File: config.mk
export PLATFORM = sky130hd
export DESIGN_NAME = ext_bus_pins
export DESIGN_NICKNAME = d
export VERILOG_FILES = /design/src/ext_bus_pkg.sv /design/src/ext_bus_phase.sv /design/src/ext_bus_pins.sv
export SDC_FILE = /design/constraint.sdc
export NUM_CORES = 1
export LEC_CHECK = 0
export BUFFER_PORTS_ARGS = -buffer_cell sky130_fd_sc_hd__buf_2
export CAP_MARGIN = 20
export CELL_PAD_IN_SITES_DETAIL_PLACEMENT = 0
export CELL_PAD_IN_SITES_GLOBAL_PLACEMENT = 2
export CORE_MARGIN = 2
export CORE_UTILIZATION = 35
export CTS_BUF_LIST = sky130_fd_sc_hd__clkbuf_2
export CTS_CLUSTER_SIZE = 8
export DETAILED_ROUTE_END_ITERATION = 10
export HOLD_SLACK_MARGIN = 0.08
export PLACE_DENSITY = 0.95
export SKIP_CTS_REPAIR_TIMING = 1
export SYNTH_ARGS = -nofsm -noshare
export SYNTH_HDL_FRONTEND = slang
export SYNTH_SLANG_ARGS = --single-unit
File: constraint.sdc
create_clock -name mclk_i -period 2.45 [get_ports mclk_i]
set_input_delay 0.49 -clock mclk_i [delete_from_list [all_inputs] [get_ports mclk_i]]
set_output_delay 0.49 -clock mclk_i [all_outputs]
set_load 0.01 [all_outputs]
File: src/ext_bus_pkg.sv
// shared constants and carrier types for the external bus pin block
// assumes one 40 MHz core clock; no software-visible registers
package ext_bus_pkg;
  localparam int INT_ADDR_W     = 24;               // internal address width
  localparam int EXT_ADDR_W     = 21;               // address bits reaching pins
  localparam int LOW_ADDR_W     = 16;               // dedicated low address outputs
  localparam int EXTA_W         = 5;                // extended address outputs
  localparam int DATA_W         = 16;               // shared line width
  localparam logic [23:0] RESET_INT_FETCH = 24'hFF_2080; // fetch from internal memory
  localparam logic [23:0] RESET_EXT_FETCH = 24'h1F_2080; // fetch from external memory
  localparam logic [23:0] EXT_SPACE_TOP   = 24'h1F_FFFF; // last external address
  localparam logic [1:0]  PHASE_CYCLES    = 2'h2;        // core clocks per bus-cycle half

  // per-access chip-select configuration
  typedef struct packed {
    logic bus16;   // 16-bit width when set
    logic demux;   // demultiplexed when set
  } bus_cfg_t;

  // access request from the core
  typedef struct packed {
    logic [23:0] addr;   // full internal address
    logic        write;  // write when set
    logic [15:0] wdata;  // write data
    bus_cfg_t    cfg;    // chip-select configuration
  } bus_req_t;
endpackage : ext_bus_pkg

File: src/ext_bus_phase.sv
// half-cycle sequencer for one external bus cycle
// assumes start is a one-cycle pulse while idle
`timescale 1ns/100ps
module ext_bus_phase (
  input  wire logic mclk_i,    // core clock
  input  wire logic srst_i,    // synchronous reset
  input  wire logic start_i,   // begin a bus cycle
  output logic      busy_o,    // cycle in progress
  output logic      second_o,  // second half active
  output logic      last_o,    // final clock of the cycle
  output logic      flip_o     // final clock of the first half
);
  typedef enum logic [1:0] {PH_IDLE, PH_FIRST, PH_SECOND} phase_t;
  phase_t     state;   // current half
  logic [1:0] cnt;     // clocks within half
  wire        half_end = (cnt == ext_bus_pkg::PHASE_CYCLES - 2'h1);

  // advance one half every PHASE_CYCLES clocks
  always_ff @(posedge mclk_i) begin
    if (srst_i) begin
      state <= PH_IDLE;
      cnt   <= 2'h0;
    end else begin
      unique case (state)
        PH_IDLE: if (start_i) begin
          state <= PH_FIRST;
          cnt   <= 2'h0;
        end
        PH_FIRST: begin
          cnt <= half_end ? 2'h0 : cnt + 2'h1;
          if (half_end) state <= PH_SECOND;
        end
        PH_SECOND: begin
          cnt <= half_end ? 2'h0 : cnt + 2'h1;
          if (half_end) state <= PH_IDLE;
        end
      endcase
    end
  end

  assign busy_o   = (state != PH_IDLE);
  assign second_o = (state == PH_SECOND);
  assign last_o   = (state == PH_SECOND) && half_end;
  // lets the pin stage pick the data half one clock ahead of the turn
  assign flip_o   = (state == PH_FIRST) && half_end;
endmodule : ext_bus_phase

File: src/ext_bus_pins.sv
// external address/data bus pin driver: address outputs, shared lines, strobe
// assumes core issues one request at a time and waits for done
`timescale 1ns/100ps
module ext_bus_pins (
  input  wire logic                  mclk_i,             // core clock
  input  wire logic                  srst_i,             // synchronous reset
  input  wire logic                  exec_ext_i,         // run from external memory
  input  wire logic                  req_valid_i,        // access request
  input  wire ext_bus_pkg::bus_req_t req_i,              // request payload
  input  wire logic [15:0]           int_bus_hi_i,       // internal bus, high byte in [15:8]
  input  wire logic [15:0]           ad_in_i,            // shared line input
  output logic                       req_ready_o,        // request may be taken
  output logic                       ext_access_o,       // last access went out
  output logic                       done_o,             // access done pulse
  output logic [15:0]                rdata_o,            // read data
  output logic [23:0]                reset_fetch_o,      // reset fetch address
  output logic [15:0]                low_addr_out_o,     // dedicated low address
  output logic [4:0]                 ext_addr_out_o,     // extended address
  output logic [15:0]                shared_addr_data_o, // shared line output
  output logic [15:0]                shared_oe_o,        // shared line drive enable
  output logic                       address_valid_n_o   // address valid strobe
);
  // input sampling, three stages; second and third must agree
  logic [15:0] ad_s1, ad_s2, ad_s3, ad_q;

  ext_bus_pkg::bus_req_t cur;   // captured access
  logic        start;           // launch a bus cycle
  logic        busy, second, last;
  logic        phase_flip;      // final clock of the first half
  logic [2:0]  drain;           // clocks since the strobe rose, for the line sampler
  logic [2:0]  strap_sync;      // strap pin sampler, three stages
  logic        strap_q;         // strap level once stages two and three agree
  logic        reset_seen;      // strap captured after release

  // decode: external when inside the 2 Mbyte window
  function automatic logic is_external(input logic [23:0] a);
    is_external = (a <= ext_bus_pkg::EXT_SPACE_TOP);
  endfunction : is_external

  wire accept   = req_valid_i && req_ready_o;
  wire go_ext   = accept && is_external(req_i.addr);
  wire int_done = accept && !is_external(req_i.addr);
  wire [20:0] pin_addr = cur.addr[ext_bus_pkg::EXT_ADDR_W-1:0];

  ext_bus_phase u_phase (
    .mclk_i   (mclk_i),
    .srst_i   (srst_i),
    .start_i  (start),
    .busy_o   (busy),
    .second_o (second),
    .last_o   (last),
    .flip_o   (phase_flip)
  );

  // shared line value and enable for the half about to run
  logic [15:0] next_ad, next_oe;
  wire        in_cycle   = start || (busy && !last);
  // pins are registered, so the data half is picked one clock before the turn
  wire        data_half  = busy && !last && (second || phase_flip);
  // width and muxing follow the chip-select setting captured with the request
  wire        b16 = cur.cfg.bus16;
  wire        dmx = cur.cfg.demux;
  wire [15:0] wr_oe = cur.write ? 16'hFFFF : 16'h0000;
  wire [15:0] hi_byte = {int_bus_hi_i[15:8], 8'h00};

  always_comb begin
    next_ad = 16'h0000;
    next_oe = 16'h0000;
    if (in_cycle) begin
      if (dmx && b16) begin
        next_ad = cur.wdata;
        next_oe = wr_oe;
      end else if (dmx) begin
        next_ad = {hi_byte[15:8], cur.wdata[7:0]};
        next_oe = {16'hFF00 | (wr_oe & 16'h00FF)};
      end else if (!data_half) begin
        next_ad = pin_addr[15:0];
        next_oe = 16'hFFFF;
      end else if (b16) begin
        next_ad = cur.wdata;
        next_oe = wr_oe;
      end else begin
        next_ad = {pin_addr[15:8], cur.wdata[7:0]};
        next_oe = 16'hFF00 | (wr_oe & 16'h00FF);
      end
    end
  end

  // strap pin sampler; no reset, so the level has settled when reset lifts
  // limitation: a strap change after release is ignored until the next reset
  always_ff @(posedge mclk_i) begin
    strap_sync <= {strap_sync[1:0], exec_ext_i};
    if (strap_sync[1] == strap_sync[2]) strap_q <= strap_sync[2];
  end

  // capture request; launch only external cycles
  always_ff @(posedge mclk_i) begin
    if (srst_i) begin
      cur   <= '0;
      start <= 1'b0;
    end else begin
      start <= go_ext;
      if (accept) cur <= req_i;
    end
  end

  // pin drivers, all registered
  always_ff @(posedge mclk_i) begin
    if (srst_i) begin
      low_addr_out_o     <= 16'h0000;
      ext_addr_out_o     <= 5'h00;
      shared_addr_data_o <= 16'h0000;
      shared_oe_o        <= 16'h0000;
      address_valid_n_o  <= 1'b1;
    end else begin
      if (start) begin
        low_addr_out_o <= pin_addr[15:0];
        ext_addr_out_o <= pin_addr[20:16];
      end
      shared_addr_data_o <= next_ad;
      shared_oe_o        <= next_oe;
      address_valid_n_o  <= !in_cycle;
    end
  end

  // three-stage sampling of the shared lines
  always_ff @(posedge mclk_i) begin
    if (srst_i) begin
      {ad_s1, ad_s2, ad_s3, ad_q} <= '0;
    end else begin
      ad_s1 <= ad_in_i;
      ad_s2 <= ad_s1;
      ad_s3 <= ad_s2;
      if (ad_s2 == ad_s3) ad_q <= ad_s3;
    end
  end

  // handshake, read data, reset fetch address
  always_ff @(posedge mclk_i) begin
    if (srst_i) begin
      req_ready_o   <= 1'b0;
      done_o        <= 1'b0;
      ext_access_o  <= 1'b0;
      rdata_o       <= 16'h0000;
      reset_seen    <= 1'b0;
      reset_fetch_o <= 24'h00_0000;
      drain         <= 3'h0;
    end else begin
      reset_seen  <= 1'b1;
      drain       <= {drain[1:0], last};                     // sampler lags the pins by three clocks
      if (!reset_seen)                                       // strap caught after release
        reset_fetch_o <= strap_q ? ext_bus_pkg::RESET_EXT_FETCH
                                 : ext_bus_pkg::RESET_INT_FETCH;
      // no new request until the sampler has drained the finished cycle
      req_ready_o <= reset_seen && !accept && !start && !busy && (drain == 3'h0);
      done_o      <= int_done || drain[2];
      if (accept) ext_access_o <= is_external(req_i.addr);
      // read data taken once stages two and three both held the data half
      if (drain[2] && !cur.write)
        rdata_o <= b16 ? ad_q : {8'h00, ad_q[7:0]};
    end
  end

  // strobe never falls for an internal access
  strobe_internal_a: assert property (@(posedge mclk_i) disable iff (srst_i)
    int_done |=> ##1 address_valid_n_o) else $error("strobe low on internal access");
  // strobe low for the whole external cycle
  strobe_frame_a: assert property (@(posedge mclk_i) disable iff (srst_i)
    go_ext |=> ##1 (!address_valid_n_o)[*4] ##1 address_valid_n_o) else $error("strobe frame wrong");
  // addresses stable through the cycle
  addr_hold_a: assert property (@(posedge mclk_i) disable iff (srst_i)
    !address_valid_n_o && !$past(address_valid_n_o) |-> $stable(low_addr_out_o) && $stable(ext_addr_out_o))
    else $error("address moved mid cycle");
  // extended pins carry the upper address bits
  ext_addr_a: assert property (@(posedge mclk_i) disable iff (srst_i)
    go_ext |=> ##1 ext_addr_out_o == cur.addr[20:16]) else $error("extended address wrong");
  // mux first half carries the address on the shared lines
  mux_addr_a: assert property (@(posedge mclk_i) disable iff (srst_i)
    go_ext && !req_i.cfg.demux |=> ##1 shared_addr_data_o == cur.addr[15:0] && shared_oe_o == 16'hFFFF)
    else $error("mux address phase wrong");
  // 8-bit mux keeps the address high byte out all cycle
  upper_hold_a: assert property (@(posedge mclk_i) disable iff (srst_i)
    !address_valid_n_o && !cur.cfg.demux && !cur.cfg.bus16 |-> shared_addr_data_o[15:8] == cur.addr[15:8])
    else $error("upper byte lost address");
  // 16-bit demux write shows data for the whole cycle
  demux_data_a: assert property (@(posedge mclk_i) disable iff (srst_i)
    !address_valid_n_o && cur.cfg.demux && cur.cfg.bus16 && cur.write |-> shared_addr_data_o == cur.wdata)
    else $error("demux data wrong");
  // reset fetch low bits are common to both straps
  fetch_addr_a: assert property (@(posedge mclk_i) disable iff (srst_i)
    reset_seen && $past(reset_seen) |-> reset_fetch_o[15:0] == 16'h2080) else $error("fetch address wrong");
  // a low strobe always belongs to an access decoded as external
  strobe_ext_a: assert property (@(posedge mclk_i) disable iff (srst_i)
    !address_valid_n_o |-> ext_access_o) else $error("strobe low without external access");
  // 8-bit demux keeps the upper byte driven for the whole cycle
  demux_upper_a: assert property (@(posedge mclk_i) disable iff (srst_i)
    !address_valid_n_o && cur.cfg.demux && !cur.cfg.bus16 |-> shared_oe_o[15:8] == 8'hFF)
    else $error("upper byte released in demux");
  // mux data half: low byte written out or released for the read
  mux_data_a: assert property (@(posedge mclk_i) disable iff (srst_i)
    go_ext && !req_i.cfg.demux |=> ##3 (cur.write ? shared_addr_data_o[7:0] == cur.wdata[7:0]
                                                  : shared_oe_o[7:0] == 8'h00))
    else $error("mux data half wrong");
  // completion waits for the line sampler after the strobe rises
  done_late_a: assert property (@(posedge mclk_i) disable iff (srst_i)
    go_ext |=> ##8 done_o && address_valid_n_o) else $error("external completion timing wrong");
endmodule : ext_bus_pins

==> flow_summary.toml, run 1 <==
[cts]
cts_htree_levels = 4
clkSlewWorstSetupHoldPaths_ns = 0.24
cts_made_buffers = 17
clock_sinks = 178
clk_latency_ns = 0.72
cts_tree = "built"
clock-root-buffer = "clkbuf_2"
cts_buffer_depth = 2

[hold_path]
hold_end = "shared_addr_data_o[9]"
hold-path-cell-count = 4
hold_path.class = "input pin to register"
worstHoldStart = "int_bus_hi_i[9]"

[grt]
grt_util_all_layers_pct = 13.8
first_global_vias = 4323
overflow = 0
antenna_found_initial = 0
grt_pass1_wl_microns = 21900
grt_max_degree = 145

[timing]
slew_headroom_pct = 45.1
fin_tns_setup_ns = 0
period_share_pct = 77.9
fmax_ghz = 0.524
worst_slew_pin_slew_ns = 0.823
setup_viol_count_final = 0
fin_skew_ns = 0.0366
slew_viol_final = 0
rsz0062_at_grt = "no"
whs_ns = 0.148
hold_violations = 0
min_period_ns = 1.91

[floorplan]
die_x_microns = 140
core_area_sq_um = 18100
ios = 176
std_cell_rows = 49
die-area_sq_um = 19700
start_util_pct = 35.9
die_h_microns = 140

[finish]
fin_nets = 962
mostFrequentLayoutCells = "177 x dfxtp_1, 152 x buf_2, 140 x nand2_1"
area_growth_pct = 24.7
final_common_cell = "dfxtp_1"
n_antenna_cell = 0
drive_above_1_share_pct = 24.4

[routing]
viasPerCell = 4.39
routed_wl_microns = 14000
postRouteAntennaNets = 0
wl_per_cell_microns = 12.5
drt_iter0_markers = 194
vias = 4916
drtPass1Iterations = 4
route.detailed.drc = 0

[setup_path]
cp.required_ns = 3.08
rrSetupSlack_ns = 0.54
worst_r2r_path_depth = 7
path_class = "register to register"
regToRegEndpoint = "shared_oe_o[14]"
path_cells = "inv_1, ha_1, nor2b_1, mux2_2, a21o_1, nor2b_4, a21oi_2"
cp-end-kind = "register"
crit_arrival_ns = 2.54
reg2reg_from = "u_phase.state[0]"
cpPeakStageDelay_ns = 0.46
cp-start-kind = "register"
crit_slowest_cell = "a21o_1"
critical_path.max_fanout = 9

[power_and_ir_drop]
switching_share_pct = 27.7
power.density_nw_per_um2 = 650
clockPowerShare_pct = 27.9
peakVddDrop_mv = 0.305
seqPwrFrac_pct = 58.6
intPower_mw = 3.81
leakagePower_nw = 3.39
p_switching_mw = 1.46
p_comb_share_pct = 13.5

[yosys]
ys_seq_area_share_pct = 55.0
synth_edf_count = 1
synth_cells = 698
syn_area_per_cell_sq_um = 9.31
synthesis.area_sq_um = 6500
ys.flop_type = "dfxtp_1"
ys_types = 39
ys_top_cells_by_area = "dfxtp_1 55%, nand2_1 8.1%, a21oi_1 5.9%"
synth.ff_latch_count = 178
yosys_warnings = 0
synth_top_area_share_pct = 54.5
async_reset_ff_share_pct = 0
yosysTopAreaCell = "dfxtp_1"

[place]
port_buffers = 153
hpwl_microns = 8850
routabilityCongestion = 0.744

[outcome]
status = "finished, final reports clean"

[run]
drv_cap = 0
cells by family (layout without fill, tap and decap cells):
| kind of cell | Yosys count | count (layout) | share of synthesized area [%] |
|---|---|---|---|
| buffers and inverters | 86 | 266 | 7.66 |
| adder cells (fa/ha/maj) | 4 | 4 | 0.770 |
| other | 1 | 14 | 0.0577 |
| flip-flops | 178 | 178 | 55.0 |
| AND/OR/NAND/NOR | 266 | 266 | 18.7 |
| XOR/XNOR | 17 | 17 | 2.29 |
| multiplexers | 39 | 39 | 6.02 |
| AO/OA/AOI/OAI | 107 | 107 | 9.47 |
synth_stat cells (2+ instances only):
cell type,count
clkbuf_1,28
nand2_1,141
xor2_1,16
nand2_2,4
dfxtp_1,177
and2_1,2
inv_1,6
a31oi_1,8
buf_1,6
a21oi_1,77
nor2b_1,52
buf_6,2
buf_2,7
a21o_1,9
buf_4,36
nor4_1,4
nand3_1,9
ha_1,4
nor2_1,42
mux2i_1,38
nor3b_1,2
a21oi_2,11
sequential cells by signal (all words and copies together) (netlist names), 3 cells and up:
| register | flops |
|---|---|
| drain | 3 |
| low_addr_out_o | 16 |
| ad_s2 | 16 |
| shared_addr_data_o | 16 |
| cur | 38 |
| ad_q | 16 |
| ad_s1 | 16 |
| rdata_o | 16 |
| strap_sync | 3 |
| ad_s3 | 16 |
| ext_addr_out_o | 5 |
how the worst max path moves through the flow:
stage | depth (start not counted) | from | slack, ns | endpoint
after floorplan | 4 | srst_i | 0.86 | ad_q[1]
after global placement | 7 | u_phase.state[0] | 0.57 | shared_oe_o[14]
after detailed placement | 7 | u_phase.state[0] | 0.52 | shared_oe_o[14]
after CTS | 1 | shared_oe_o[7] | 0.47 | shared_oe_o[2]
after global routing | 7 | u_phase.state[0] | 0.40 | shared_addr_data_o[6]
final | 7 | u_phase.state[0] | 0.54 | shared_oe_o[14]
area by class of cell:
cell class	instances	area (sq um)
timing repair buffer	229	1510
fill	1766	9980
clock buffer	18	90.1
tap	229	287
inverter	6	22.5
clock inverter	13	135
multi-input combinational	447	2480
sequential	178	3570
worst max-delay path: cells and delay by family (launching register included):
kind / cells / cell delay [ns]
DFF: 1 / 0.43
buffers and inverters: 1 / 0.08
and+or+nand+nor: 2 / 0.37
AOI/OAI and AO/OA: 2 / 0.52
adders and majority gates: 1 / 0.25
muxes: 1 / 0.17
metrics by stage:
| step | setup slack, ns | util, % | power [mW] | cells | area, sq um |
|---|---|---|---|---|---|
| final | 0.541 | 44.8 | 5.27 | 1120 | 8100 |
| after global routing | 0.396 | 44.8 | 5.55 | 1120 | 8100 |
| after CTS | 0.469 | 41.2 | 5.26 | 1055 | 7450 |
| after detailed placement | 0.523 | 40.0 | 3.78 | 1024 | 7230 |
| after global placement | 0.566 | 40.0 | 3.77 | 1024 | 7230 |
| after floorplan | 0.856 | - | 3.64 | 711 | 6550 |
layer usage:
metal  share of wire, %  global-route usage, %  wire [microns]  vias to the layer above
met5                  0                      0               0                        -
met2                 45                   21.7            6330                      125
met4                1.1                   4.94             158                        0
met1                 49                   18.4            6830                     2199
li1                   -                      -               -                     2580
met3                4.7                   3.69             653                       12
power by group through the flow:
stage                     clock (mW)  combinational, mW  sequential, mW
after detailed placement           0              0.633            3.14
final                           1.47              0.710            3.08
after floorplan                    0              0.504            3.14
after global placement             0              0.633            3.14
after CTS                       1.54              0.635            3.09
after global routing            1.66              0.790            3.10
Power figures use the tool's default switching activity.
==> inputs of run 2 (changes only) <==
- CORE_UTILIZATION: 35 -> 32
- PLACE_DENSITY: 0.95 -> 0.91
- clock period: 2.45 -> 1.9 ns (I/O delays scaled with it)
==> run 2 against run 1 <==
  * The flow now finishes with violations (negative setup slack)
  * Routed wire length increased by 7.2%
  * Hold slack worse by 0.0098 ns
  * Sequential share of layout area fell by 2.6 points
  * Critical path type is now input pin to register
  * Largest power group unchanged
  * Highest routed layer unchanged
==> flow_summary.toml, run 2 (synthesis gave the netlist of run 1 again) <==
[floorplan]
die_h_microns = 147
core_area_sq_um = 20100
die_x_microns = 147
start_util_pct = 32.3
ios = 176
die-area_sq_um = 21500
std_cell_rows = 52

[setup_path]
path_class = "input pin to register"
cp-start-kind = "input pin"
cp.required_ns = 2.60
worst_r2r_path_depth = 7
cp-end-kind = "register"
rrSetupSlack_ns = 0.18
critical_path.max_fanout = 3
crit_arrival_ns = 2.66

[place]
hpwl_microns = 9530
port_buffers = 153
routabilityCongestion = 0.741

[power_and_ir_drop]
leakagePower_nw = 3.67
power.density_nw_per_um2 = 802
peakVddDrop_mv = 0.336
total_power_mw = 6.92

[routing]
drtPass1Iterations = 5
routed_wl_microns = 15000
viasPerCell = 4.27
postRouteAntennaNets = 0
drt_iter0_markers = 183
route.detailed.drc = 0
vias = 5149
wl_per_cell_microns = 12.4

[timing]
slew_headroom_pct = 51.3
hold_violations = 0
min_period_ns = 1.95
slew_viol_final = 0
fin_skew_ns = 0.0383
fmax_ghz = 0.512
setup_viol_count_final = 1
worst_slew_pin_slew_ns = 0.730
whs_ns = 0.138
period_share_pct = 103
timing.final.ws_setup_ns = -0.0542

[grt]
grt_util_all_layers_pct = 13.2
grtUsageMet3_pct = 3.81
grt_pass1_wl_microns = 22600
grtUsageMet1_pct = 17.7
overflow = 0
busiest_layer = "met2"
grt_max_degree = 71
first_global_vias = 4314
met2_usage_pct = 20.4
antenna_found_initial = 0

[finish]
fin_util_pct = 42.9
final_common_cell = "dfxtp_1"
n_antenna_cell = 0
drive_above_1_share_pct = 24.7
regMostFlops = "cur"
largest_reg_flops = 38
fin_nets = 1007
mostFrequentLayoutCells = "171 x dfxtp_1, 152 x buf_2, 140 x nand2_1"
area_growth_pct = 32.7

[cts]
clock-root-buffer = "clkbuf_2"
clock_sinks = 178
clk_latency_ns = 0.74
cts_buffer_depth = 2
clkSlewWorstSetupHoldPaths_ns = 0.28
cts_htree_levels = 4
cts_tree = "built"
cts_made_buffers = 17

[hold_path]
hold_path.class = "input pin to register"
hold-path-cell-count = 5

[outcome]
violations = "negative setup slack"
status = "finished, violations left"

[run]
drv_cap = 0
[run 2: cell count changes in the layout (fill, tap and decap cells not counted), moves of 2 or more]
cell and change:
inv_8 +4, dfxtp_1 -6, clkinv_2 -2, dfxtp_2 +6, dlygate4sd3_1 +39, buf_4 +5
[run 2: metal layers]
layer / part of all wire [%] / vias to the layer above
met5: 0 / -
met4: 1.1 / 0
met3: 4.5 / 11
met2: 46 / 131
met1: 49 / 2339
li1: - / 2668
[run 2: power by group]
group	internal, mW	total [mW]	switching (mW)
Sequential	3.89	3.99	0.0973
Clock	0.515	1.92	1.40
Combinational	0.495	1.01	0.517
Total	4.90	6.92	2.02
[run 2: through the flow]
step                area, sq um  cells  setup slack (ns)  setup TNS (ns)
floorplan                  6550    711             0.308               0
global placement           7340   1071            0.0209               0
detailed placement         7340   1071           -0.0297         -0.0542
global route               8630   1207          -0.00969        -0.00969
CTS                        7570   1103           -0.0373         -0.0840
finish                     8630   1207           -0.0542         -0.0542
[run 2: critical path, cell delays in order]
cell and delay, ns:
dlygate4sd3_1 0.54, buf_2 0.12, or3_1 0.31, dlygate4sd3_1 0.62
nor3_1 0.13, dlygate4sd3_1 0.56
[run 2: path summary, 6_finish.rpt]
path                    start               to
max reg2reg  u_phase.state[1]  shared_oe_o[14]
min               req_valid_i          cur[35]
min reg2reg     strap_sync[0]    strap_sync[1]
max                 req_i[42]            start
[run 2: area by class of cell]
cell class / instances / area (sq um)
clock buffer: 17 / 85.1
inverter: 6 / 22.5
clock inverter: 15 / 144
multi-input combinational: 447 / 2500
sequential: 178 / 3580
fill: 1987 / 11500
tap: 270 / 338
timing repair buffer: 274 / 1960
==> inputs of run 3 (changes only) <==
- PLACE_DENSITY: 0.91 -> 0.89
==> run 3 against run 2 <==
  * The run now ends clean
  * Sequential share of layout area rose by 1.4 points
  * Combinational power is 4% lower
  * Final area fell by 3.3%
  * Critical endpoint is now shared_addr_data_o[8]
  * Highest routed layer unchanged
  * Critical path depth is 1 higher
==> flow_summary.toml, run 3 (synthesis gave the netlist of run 1 again) <==
[outcome]
status = "finished, final reports clean"

[finish]
largest_reg_flops = 38
drive_above_1_share_pct = 24.8
n_antenna_cell = 0
seq_area_sq_um = 3580
fin_util_pct = 41.5
regMostFlops = "cur"
mostFrequentLayoutCells = "174 x dfxtp_1, 152 x buf_2, 141 x nand2_1"
fillCellCount = 2025
final_common_cell = "dfxtp_1"
final_area_sq_um = 8340
fin_nets = 977
area_growth_pct = 28.4
multi_input_area_sq_um = 2510

[routing]
postRouteAntennaNets = 0
drtPass1Iterations = 4
drt_iter0_markers = 201
wl_met2_microns = 7050
wl_met3_microns = 659
viasPerCell = 4.28
route.detailed.drc = 0
wl_met1_microns = 7010
routed_wl_microns = 14900
wl_per_cell_microns = 12.6
vias = 5038
topRoutingLayerUsed = "met4"

[cts]
cts_made_buffers = 17
clk_latency_ns = 0.72
cts_buffer_depth = 2
clock-root-buffer = "clkbuf_2"
clock_sinks = 178
cts_tree = "built"
clkSlewWorstSetupHoldPaths_ns = 0.25
cts_htree_levels = 4

[power_and_ir_drop]
peakVddDrop_mv = 0.523
total_power_mw = 6.76
leakagePower_nw = 3.45
power.density_nw_per_um2 = 810

[floorplan]
die-area_sq_um = 21500
ios = 176
core_area_sq_um = 20100
die_x_microns = 147
std_cell_rows = 52
start_util_pct = 32.3
die_h_microns = 147

[timing]
fin_tns_setup_ns = 0
rsz0062_at_grt = "no"
slew_headroom_pct = 43.2
fmax_ghz = 0.582
slew_viol_final = 0
worst_slew_pin_slew_ns = 0.851
timing.final.ws_setup_ns = 0.182
fin_skew_ns = 0.0431
setup_viol_count_final = 0
hold_violations = 0
min_period_ns = 1.72
period_share_pct = 90.4

[place]
pre_cts_ws_ns = -0.0293
port_buffers = 153
hpwl_microns = 9510
placed_area_sq_um = 7330
routabilityCongestion = 0.703

[grt]
grt_max_degree = 81
grt_pass1_wl_microns = 22700
first_global_vias = 4444
grt_util_all_layers_pct = 13.3
antenna_found_initial = 0
overflow = 0

[run]
drv_cap = 0

[setup_path]
path_class = "register to register"
cp-end-kind = "register"
cp-start-kind = "register"
cp.required_ns = 2.52
cpPeakStageDelay_ns = 0.40
critical_path.max_fanout = 8
crit_arrival_ns = 2.34
crit_slowest_cell = "dfxtp_1"
path_cells = "inv_1, ha_1, nor2b_1, mux2_2, and2_1, a31oi_1, a21oi_1"

[hold_path]
hold_path.class = "input pin to register"
[run 3: cell types whose count changed in the layout (fill, tap and decap cells not counted), moves of 2 or more]
cell           before  now
buf_4              16   13
dfxtp_2             6    3
clkinvlp_4          2    4
dfxtp_1           171  174
inv_8               4    1
clkinv_1            1    3
clkinv_2            3    1
dlygate4sd3_1     104   76
nor4_1              3    1
nor4_2              2    4
[run 3: worst paths after layout]
path,from,end,slack [ns],cells past startpoint
worst min register to register,strap_sync[0],strap_sync[1],0.36,0
worst max register to register,u_phase.state[1],shared_addr_data_o[8],0.18,7
worst max-delay path,u_phase.state[1],shared_addr_data_o[8],0.18,7
worst min-delay path,exec_ext_i,strap_sync[0],0.29,2
[run 3: metal layers]
layer  vias up  GRT usage [%]
met4         0           3.35
met3         8           4.00
li1       2610              -
met1      2290           17.2
met5         -              0
met2       130           21.9
[run 3: cell type report]
type	count	area share, %
Clock buffer	17	1.02
Inverter	6	0.270
Tap cell	270	4.05
Sequential cell	178	42.9
Multi-Input combinational cell	447	30.1
Clock inverter	15	1.54
Timing Repair Buffer	244	20.1
[run 3: power breakdown]
part           total (mW)  internal, mW  leakage [nW]  switching [mW]
combinational       0.974         0.459          1.88           0.514
clock                1.80         0.478         0.122            1.33
sequential           3.98          3.89          1.45          0.0941
total                6.76          4.83          3.45            1.93
[run 3: stage by stage]
| stage | hold WS [ns] | cells |
|---|---|---|
| 3_3_place_gp | 0.330 | 1069 |
| 5_1_grt | 0.167 | 1177 |
| 6_report | 0.288 | 1177 |
| 4_1_cts | -0.343 | 1101 |
| 2_1_floorplan | 0.310 | 711 |
| 3_5_place_dp | 0.326 | 1069 |
[run 3: critical path, delay by kind of cell, from the launching register on]
family | cells | cell delay, ns
flip-flops | 1 | 0.40
AND/OR/NAND/NOR | 2 | 0.39
multiplexers | 1 | 0.30
AO/OA/AOI/OAI | 2 | 0.29
adder cells (fa/ha/maj) | 1 | 0.19
buffers and inverters | 1 | 0.08
